## config.mk

```make
export PLATFORM = sky130hd
export DESIGN_NAME = itc_top
export DESIGN_NICKNAME = d
export VERILOG_FILES = /design/src/rtl/itc_pkg.sv /design/src/rtl/itc_top.sv /design/src/rtl/itc_word_reg.sv
export VERILOG_INCLUDE_DIRS = /design/src /design/src/rtl
export SDC_FILE = /design/constraint.sdc
export NUM_CORES = 1
export LEC_CHECK = 0
export BUFFER_PORTS_ARGS = -buffer_cell sky130_fd_sc_hd__buf_2
export CAP_MARGIN = 20
export CORE_UTILIZATION = 45
export CTS_BUF_LIST = sky130_fd_sc_hd__clkbuf_2
export CTS_CLUSTER_DIAMETER = 60
export DETAILED_ROUTE_END_ITERATION = 10
export MAX_ROUTING_LAYER = met4
export PLACE_DENSITY = 0.82
export SETUP_SLACK_MARGIN = 0.5
export SLEW_MARGIN = 10
export SYNTH_ARGS = -nofsm -noshare
export SYNTH_HDL_FRONTEND = slang
export SYNTH_SLANG_ARGS = --single-unit
```

## constraint.sdc

```tcl
create_clock -name hclk -period 2.1 [get_ports hclk]
set_input_delay 0.21 -clock hclk [delete_from_list [all_inputs] [get_ports hclk]]
set_output_delay 0.21 -clock hclk [all_outputs]
set_load 0.05 [all_outputs]
```

## src/rtl/itc_regs.svh

```systemverilog
// Purpose: Offsets, field positions and codes of the translation cache invalidate block
// Assumes: 32-bit AHB-Lite words, 64-bit registers split into low and high words
// Notes: Decode uses address bits 11:0 only
`ifndef ITC_REGS_SVH
`define ITC_REGS_SVH

`define ITC_AW 12
`define ITC_OFS_CAP_LO 12'h000
`define ITC_OFS_CAP_HI 12'h004
`define ITC_OFS_XCAP_LO 12'h008
`define ITC_OFS_XCAP_HI 12'h00C
`define ITC_OFS_CTRL 12'h010
`define ITC_OFS_ADDR_LO 12'h100
`define ITC_OFS_ADDR_HI 12'h104
`define ITC_CMD_STEP 12'h008
`define ITC_OFS_CMD_LO 12'h108
`define ITC_OFS_CMD_HI 12'h10C

// Capability low word
`define ITC_CAP_WBF_BIT 4
// Extended capability low word: address register location in 16-byte units
`define ITC_XCAP_OFS_LSB 8
`define ITC_XCAP_OFS_W 10
`define ITC_XCAP_OFS_VAL 10'h010
// Control register
`define ITC_CTRL_FORCE_BIT 0
// Command high word (bit 63 of the register is bit 31 here)
`define ITC_CMD_TRIG_BIT 31
`define ITC_CMD_RSVD_BIT 30
`define ITC_CMD_REQ_LSB 28
`define ITC_CMD_ACT_LSB 25
`define ITC_CMD_DOM_LSB 0

`define ITC_GRAN_RSVD 2'h0
`define ITC_GRAN_GLOBAL 2'h1
`define ITC_GRAN_DOMAIN 2'h2
`define ITC_GRAN_PAGE 2'h3

`define ITC_RST_WORD 32'h0000_0000

`endif

```

## src/rtl/itc_pkg.sv

```systemverilog
// Purpose: Types of the translation cache invalidate block
// Assumes: Constants come from itc_regs.svh
// Notes: One packed struct holds all state of the top module except the two address words
package itc_pkg;

   typedef enum logic [1:0] {
      ITC_IDLE = 2'b00,
      ITC_FLUSH = 2'b01,
      ITC_INVAL = 2'b10
   } itc_state_t;

   typedef struct packed {
      itc_state_t state;
      logic trigger;
      logic [1:0] req_gran;
      logic [1:0] act_gran;
      logic [1:0] exec_gran;
      logic [15:0] domain;
      logic force_global;
      logic wr_pend;
      logic [11:0] waddr;
      logic [3:0] wbe;
      logic [31:0] rdata;
   } itc_st_t;

endpackage : itc_pkg

```

## src/rtl/itc_top.sv

```systemverilog
// Purpose: AHB-Lite register front end that starts and tracks cache invalidations
// Assumes: One master, no wait states, cache and write buffer on the same clock
// Notes: Read data is sampled in the address phase
//
// Added by the designer: the address map and the AHB-Lite interface to the registers.
`timescale 1ns/1ps
`include "itc_regs.svh"
// How it works
// - Address and command are two 64-bit registers
// - Command register sits eight bytes above address
// - Extended capability publishes address register location
// - Upper command byte write with trigger starts invalidation
// - Trigger clears only after invalidation fully completes
// - Completion reports actually used granularity
// - Flush write buffer first when capability demands
// - Granularity codes reserved, global, domain, page
// - Coarser execution allowed when reported
module itc_top
   import itc_pkg::*;
(
   input wire logic hclk,
   input wire logic hresetn,
   input wire logic hsel,
   input wire logic [31:0] haddr,
   input wire logic [1:0] htrans,
   input wire logic hwrite,
   input wire logic [2:0] hsize,
   input wire logic [31:0] hwdata,
   input wire logic hready,
   output logic hreadyout,
   output logic [31:0] hrdata,
   output logic hresp,
   input wire logic write_buffer_flush_required,
   output logic wbf_req,
   input wire logic wbf_done,
   output logic inv_req,
   output logic [1:0] inv_gran,
   output logic [15:0] inv_domain,
   output logic [63:0] inv_addr,
   input wire logic inv_done
);
   itc_st_t st_q;
   itc_st_t st_d;
   logic ap_valid;
   logic [3:0] ap_be;
   logic [3:0] be_addr_lo;
   logic [3:0] be_addr_hi;
   logic [31:0] addr_lo;
   logic [31:0] addr_hi;
   logic [31:0] cmd_hi_rd;
   logic [31:0] cmd_hi_new;
   logic [31:0] wmask;
   logic start;
   logic [1:0] eff_gran;

   assign ap_valid = hsel && htrans[1] && hready;

   // Byte lanes of the address phase; anything above word size acts as word
   always_comb begin
      ap_be = 4'hF;
      if (hsize == 3'h0) begin
         ap_be = 4'h1 << haddr[1:0];
      end else if (hsize == 3'h1) begin
         ap_be = haddr[1] ? 4'hC : 4'h3;
      end
   end

   always_comb begin
      for (int i = 0; i < 4; i++) begin
         wmask[i*8 +: 8] = {8{st_q.wbe[i]}};
      end
   end

   assign be_addr_lo = (st_q.wr_pend && st_q.waddr == `ITC_OFS_ADDR_LO) ? st_q.wbe : 4'h0;
   assign be_addr_hi = (st_q.wr_pend && st_q.waddr == `ITC_OFS_ADDR_HI) ? st_q.wbe : 4'h0;

   itc_word_reg u_addr_lo (
      .hclk(hclk),
      .hresetn(hresetn),
      .be(be_addr_lo),
      .wdata(hwdata),
      .q(addr_lo)
   );

   itc_word_reg u_addr_hi (
      .hclk(hclk),
      .hresetn(hresetn),
      .be(be_addr_hi),
      .wdata(hwdata),
      .q(addr_hi)
   );

   always_comb begin
      cmd_hi_rd = `ITC_RST_WORD;
      cmd_hi_rd[`ITC_CMD_TRIG_BIT] = st_q.trigger;
      cmd_hi_rd[`ITC_CMD_REQ_LSB +: 2] = st_q.req_gran;
      cmd_hi_rd[`ITC_CMD_ACT_LSB +: 2] = st_q.act_gran;
      cmd_hi_rd[`ITC_CMD_DOM_LSB +: 16] = st_q.domain;
   end

   assign cmd_hi_new = (cmd_hi_rd & ~wmask) | (hwdata & wmask);

   // Only the upper byte carries the trigger; busy writes are dropped whole
   assign start = st_q.wr_pend && st_q.waddr == `ITC_OFS_CMD_HI && st_q.wbe[3]
      && hwdata[`ITC_CMD_TRIG_BIT] && st_q.state == ITC_IDLE;

   // Reserved request and forced mode both fall back to global
   assign eff_gran = (st_q.force_global || cmd_hi_new[`ITC_CMD_REQ_LSB +: 2] == `ITC_GRAN_RSVD)
      ? `ITC_GRAN_GLOBAL : cmd_hi_new[`ITC_CMD_REQ_LSB +: 2];

   always_comb begin
      st_d = st_q;
      st_d.wr_pend = ap_valid && hwrite;
      // Word aligned so byte and halfword writes reach their register
      st_d.waddr = {haddr[11:2], 2'b00};
      st_d.wbe = ap_be;
      if (st_q.wr_pend) begin
         if (st_q.waddr == `ITC_OFS_CTRL && st_q.wbe[0]) begin
            st_d.force_global = hwdata[`ITC_CTRL_FORCE_BIT];
         end
         if (st_q.waddr == `ITC_OFS_CMD_HI && st_q.state == ITC_IDLE) begin
            // Bit 62 and the actual field are not stored from the bus
            st_d.req_gran = cmd_hi_new[`ITC_CMD_REQ_LSB +: 2];
            st_d.domain = cmd_hi_new[`ITC_CMD_DOM_LSB +: 16];
         end
      end
      case (st_q.state)
         ITC_IDLE: begin
            if (start) begin
               st_d.trigger = 1'b1;
               st_d.exec_gran = eff_gran;
               st_d.state = write_buffer_flush_required ? ITC_FLUSH : ITC_INVAL;
            end
         end
         ITC_FLUSH: begin
            if (wbf_done) begin
               st_d.state = ITC_INVAL;
            end
         end
         ITC_INVAL: begin
            if (inv_done) begin
               st_d.trigger = 1'b0;
               st_d.act_gran = st_q.exec_gran;
               st_d.state = ITC_IDLE;
            end
         end
         default: begin
            st_d.state = ITC_IDLE;
         end
      endcase
      st_d.rdata = `ITC_RST_WORD;
      if (ap_valid && !hwrite) begin
         case ({haddr[11:2], 2'b00})
            `ITC_OFS_CAP_LO: st_d.rdata[`ITC_CAP_WBF_BIT] = write_buffer_flush_required;
            `ITC_OFS_XCAP_LO: st_d.rdata[`ITC_XCAP_OFS_LSB +: `ITC_XCAP_OFS_W] =
               `ITC_XCAP_OFS_VAL;
            `ITC_OFS_CTRL: st_d.rdata[`ITC_CTRL_FORCE_BIT] = st_q.force_global;
            `ITC_OFS_ADDR_LO: st_d.rdata = addr_lo;
            `ITC_OFS_ADDR_HI: st_d.rdata = addr_hi;
            `ITC_OFS_CMD_HI: st_d.rdata = cmd_hi_rd;
            default: st_d.rdata = `ITC_RST_WORD;
         endcase
      end
   end

   always_ff @(posedge hclk or negedge hresetn) begin
      if (!hresetn) begin
         st_q <= '0;
      end else begin
         st_q <= st_d;
      end
   end

   assign hreadyout = 1'b1;
   assign hresp = 1'b0;
   assign hrdata = st_q.rdata;
   assign wbf_req = st_q.state == ITC_FLUSH;
   assign inv_req = st_q.state == ITC_INVAL;
   assign inv_gran = st_q.exec_gran;
   assign inv_domain = st_q.domain;
   assign inv_addr = {addr_hi, addr_lo};
endmodule : itc_top

```

## src/rtl/itc_word_reg.sv

```systemverilog
// Purpose: One 32-bit software register word with byte lane writes
// Assumes: Byte enables already decoded by the bus slave
// Notes: Reset value is all zero
`timescale 1ns/1ps
`include "itc_regs.svh"
module itc_word_reg (
   input wire logic hclk,
   input wire logic hresetn,
   input wire logic [3:0] be,
   input wire logic [31:0] wdata,
   output logic [31:0] q
);
   logic [31:0] word_q;
   logic [31:0] word_d;

   always_comb begin
      word_d = word_q;
      for (int i = 0; i < 4; i++) begin
         if (be[i]) begin
            word_d[i*8 +: 8] = wdata[i*8 +: 8];
         end
      end
   end

   always_ff @(posedge hclk or negedge hresetn) begin
      if (!hresetn) begin
         word_q <= `ITC_RST_WORD;
      end else begin
         word_q <= word_d;
      end
   end

   assign q = word_q;
endmodule : itc_word_reg
```

* Yosys cells after proc, flatten, opt, wreduce, memory -nomap -nowiden
Cells that the tools add are included.
Word-level totals: register bits 137, input bits 77, output and inout port bits 118, logic and storage cells 83
Operators by class: equal/unequal tests 15, shift operators 1, multiplexer cells 19, bitwise logic cells 4, reductions and logical operators 25
Operators by type and width (count):
- $and 30x30->30 | 2
- $eq 10x7->1 const B | 6
- $pmux 14 s3 | 1
- $pmux 10 s4 | 1
- $mux 32 | 1
- $not 30->30 | 1
- $or 30x30->30 | 1
- $eq 10x3->1 const B | 2
- $mux 4 | 5
- $pmux 3 s3 | 2
- $logic_and 1x1->1 | 12
- $eq 10x2->1 const B | 1
- $logic_not 10->1 | 1
- $pmux 1 s4 | 2
- $reduce_and 2->1 | 4
- $mux 2 | 3
- $mux 3 | 2
- $pmux 2 s3 | 1
- $reduce_and 3->1 | 2
- $logic_not 2->1 | 2
- $ne 2x1->1 const B | 2
- $shl 1x2->4 const A | 1
- $eq 3x1->1 const B | 1
- $logic_not 3->1 | 1
- 7 further kinds | 7

* Logic depth before layout (Yosys ltp)
depth in word-level cells 7, gate-level depth with buffers 6, mapped depth without buffers 4

* By module
From an unflattened synthesis, not the netlist that was laid out.
Unflattened totals: cell total of the unflattened synthesis 509, area total of the unflattened synthesis 6663.9 µm²
By module, submodules not included:
- itc_top | times used 1, cells each 373, area an instance 4011.3 µm², seq. area each 1826.8 µm²
- itc_word_reg | times used 2, cells each 68, area an instance 1326.3 µm², seq. area each 800.8 µm²

* Least setup slack after synthesis
Ideal clock, no wire load.
path kind reg-to-reg, start register st_q[41] in the netlist's numbering, end register with a tool-made name, setup time 0.125 ns, arrival time 1.741 ns, required time 1.975 ns, path slack 0.234 ns, stages on the path, launching flop included 5, buffers on the path 0, clock period less this slack 1.866 ns, cells stage by stage dfrtp_1 > or4_4 > nor4b_4 > nand2_2 > mux2_2
RTL lines:
- start: declaration | line itc_top.sv:42 | itc_st_t st_q;
- start signal: assignment | line itc_top.sv:170 | st_q <= st_d;

* Worst setup path in the final report
start register st_q[45] in the netlist's numbering, end register u_addr_lo.word_q[7] (netlist: u_addr_lo.q[7])
Between the ends: cells in the longest elaborated chain, start to end 3
Ends and longest elaborated chain:
- $eq 10x7->1 (no line)
- $logic_and 1x1->1 (no line)
- $mux 4 | line itc_top.sv:74 | assign be_addr_lo = (st_q.wr_pend && st_q.waddr == `ITC_OFS_ADDR_LO) ? st_q.wbe : 4'h0;
- end signal: assignment | line itc_word_reg.sv:27 | word_q <= `ITC_RST_WORD;
- end signal: assignment | line itc_word_reg.sv:29 | word_q <= word_d;
- end: declaration | line itc_word_reg.sv:13 | logic [31:0] word_q;
Every way passes these cells. A chain may end at the register's enable or synchronous reset.

==> qor.yml <==
floorplanning:
  io_pins: 195
  start_util: 0.465
  die_w_um: 117
  dieArea_um2: 13600
  core_area_um2: 12700
  die_h_um: 117
  placement_rows: 41
global_route:
  grt_pass1_wl_um: 25400
  busiest_layer: "met2"
  grt_max_degree: 58
  grt_overflow: 0
  grt_pass1_vias: 4992
  grt_use_met3: 0.0669
  use_met2: 0.464
  grt_use_met1: 0.278
  grtUsageTotal: 0.263
  antenna_found_initial: 0
power_and_ir_drop:
  intPower_mw: 4.00
  p_per_area_nw_per_um2: 616
  swShare: 0.296
  p_leak_nw: 4.48
  switchingPower_mw: 1.68
  seqPwrFrac: 0.498
  p_clk_frac: 0.309
  share_comb_of_total_power: 0.194
  irDropWorstVdd_v: 0.000426
outcome:
  outcome: "finished clean"
clock_network:
  cts_buffers: 17
  path_clk_slew_ps: 220
  clockRootBuffer: "clkbuf_2"
  clk_latency_ps: 710
  clock_path_buffers: 2
  clock-sinks: 137
  ctsHtreeMaxLevel: 4
  tritoncts: "done"
place:
  pre_cts_slack_ps: 44.8
  place.gp.congestion: 0.820
  portBuffers: 171
  place_inst: 730
  hpwl_um: 9820
hold_path:
  worstHoldStart: "haddr[9]"
  hold_class: "primary input to flip-flop"
  whs_path_depth: 2
  holdPathEnd: "st_q[45]"
cells_and_area:
  diodes: 0
  area_delta_synth_final_pct: 56.1
  layout_commonest_cell: "dfrtp_1"
  most-common-layout-cells: "dfrtp_1, buf_6, buf_4, mux2_2, dlygate4sd3_1"
  fillCellCount: 842
  layoutNonFillerInstCount: 914
  drive_above_1_share: 0.588
  final-seq-area_um2: 3430
  post-route-util: 0.726
  multi_input_area_um2: 2290
  fin_nets: 806
yosys:
  syn_area_um2: 5910
  syn-num-nets: 515
  yosys.area.top_type: "dfrtp_1"
  netlist.area_leader.share: 0.580
  ys_types: 36
  yosysWarnings: 0
  postSynthAreaPerCell_um2: 13.5
  yosys-top-cells-area: "dfrtp_1, mux2_2, buf_4"
  syn-instance-count: 438
  seq_area_frac_synth: 0.580
  synth_seq_cells: 137
routing:
  dr.pass1.iters: 5
  wire_per_inst_um: 20.1
  drt-total-wl_um: 18400
  drtAntennaViolNets: 0
  first_iter_violations: 345
  viasPerCell: 5.11
  drc: 0
  num_vias: 4674
timing:
  whs_ps: 139
  skew_ps: 36.0
  drv_slew: 0
  relSlewSlack: 0.627
  period_minus_slack_ps: 2070
  max_slew.worst_pin.slew_ps: 558
  finalCritPeriodShare: 0.987
  layout_setup_ws_ps: 28.2
  hold_viol_final: 0
  finalSetupViolations: 0
  clock.fmax_mhz: 483
  rsz0062_at_grt: "true"
worst_setup_path:
  worst-path-max-fanout: 8
  worstSetupPathType: "flip-flop to flip-flop"
  ff2ff_setup_slack_ps: 30
  r2r_start: "st_q[45]"
  crit_path_start_kind: "flip-flop"
  reg2reg_depth: 6
  worstSetupEndpointType: "flip-flop"
  critPathArrivalTime_ps: 2660
  rr_endpoint: "u_addr_lo.q[7]"
  cp.required_ps: 2690
job:
  maxCapViolations: 0
## timing repair
item                                   in CTS  in global routing
hold buffers                               59                  1
endpoints found under the hold margin     260                  2
setup endpoints to repair                 192                222
resized for setup                         159                144
setup buffers                              59                 33
pin swaps                                   2                  1
## kinds of logic after synthesis
kind of cell | count (synthesis) | share of synthesized area
simple gates | 78 | 0.0791
mux | 119 | 0.224
buf+inv | 69 | 0.0768
compound gates | 33 | 0.0391
other cells | 2 | 0.00127
flops | 137 | 0.580
## cells in the mapped netlist
cell         n
or4_4        1
conb_1       2
mux2_2     106
a21oi_1      3
mux2i_1     13
o2bb2ai_1    1
clkbuf_1     7
nand2_2      2
and2_1       1
nor4b_4      1
buf_4       52
nand3b_1     1
nor3_4       1
nor4b_2      1
inv_1        6
and3_1       1
nor2_2       1
nor2_1      34
nor4_1       4
nand3_1      3
a211o_1      2
o21ai_0      6
nand4b_1     1
nor4b_1      1
a22oi_1     18
nor3_1       2
nand2b_1     2
nand2_1      5
nor2b_1      4
nand4_1      2
buf_1        4
a211oi_1     1
dfrtp_1    137
a32oi_1      2
nand3_2      9
or3b_2       1
## through the flow
stage               setup TNS (ps)  cell area [µm²]  total power [mW]
finish                           0             9230              5.69
floorplan                        0             5920              3.34
CTS                              0             8490              5.55
global placement                 0             6670              3.57
detailed placement               0             6670              3.59
global route                  -202             9230              5.91
## metal layers
layer,wire length (µm),vias up
li1,-,2085
met1,6820,2344
met2,9990,202
met3,1060,43
met4,503,0
met5,0,-
## layout make-up
type                       count  area share
timing repair buffer         335       0.325
inverter                       6     0.00244
clock inverter                15      0.0198
multi-input combinational    232       0.249
clock buffer                  17     0.00922
sequential                   137       0.371
tap                          172      0.0233
## worst max-delay path by stage
stage                  start               to  cells after the start  slack (ps)
floorplan           st_q[41]        flip-flop                      4         270
global placement    st_q[41]  u_addr_lo.q[31]                      4         100
detailed placement  st_q[41]        flip-flop                      4          40
CTS                 st_q[45]        flip-flop                      5          90
global route        st_q[45]   u_addr_lo.q[7]                      6         -30
finish              st_q[45]   u_addr_lo.q[7]                      6          30
## critical path, cell delays in order (launching register included)
cell and delay (ps):
dfrtp_1 430, or4_4 570, buf_6 140, nor2_4 150, buf_6 130, nand3_4 170
mux2_4 360
## power groups by stage
stage	logic (mW)	clock network, mW	registers (mW)
after floorplan	0.276	0	3.07
after global placement	0.721	0	2.85
after detailed placement	0.737	0	2.86
after CTS	0.975	1.76	2.81
after global routing	1.16	1.91	2.84
final	1.10	1.75	2.83
(Power assumes the default switching activity.)
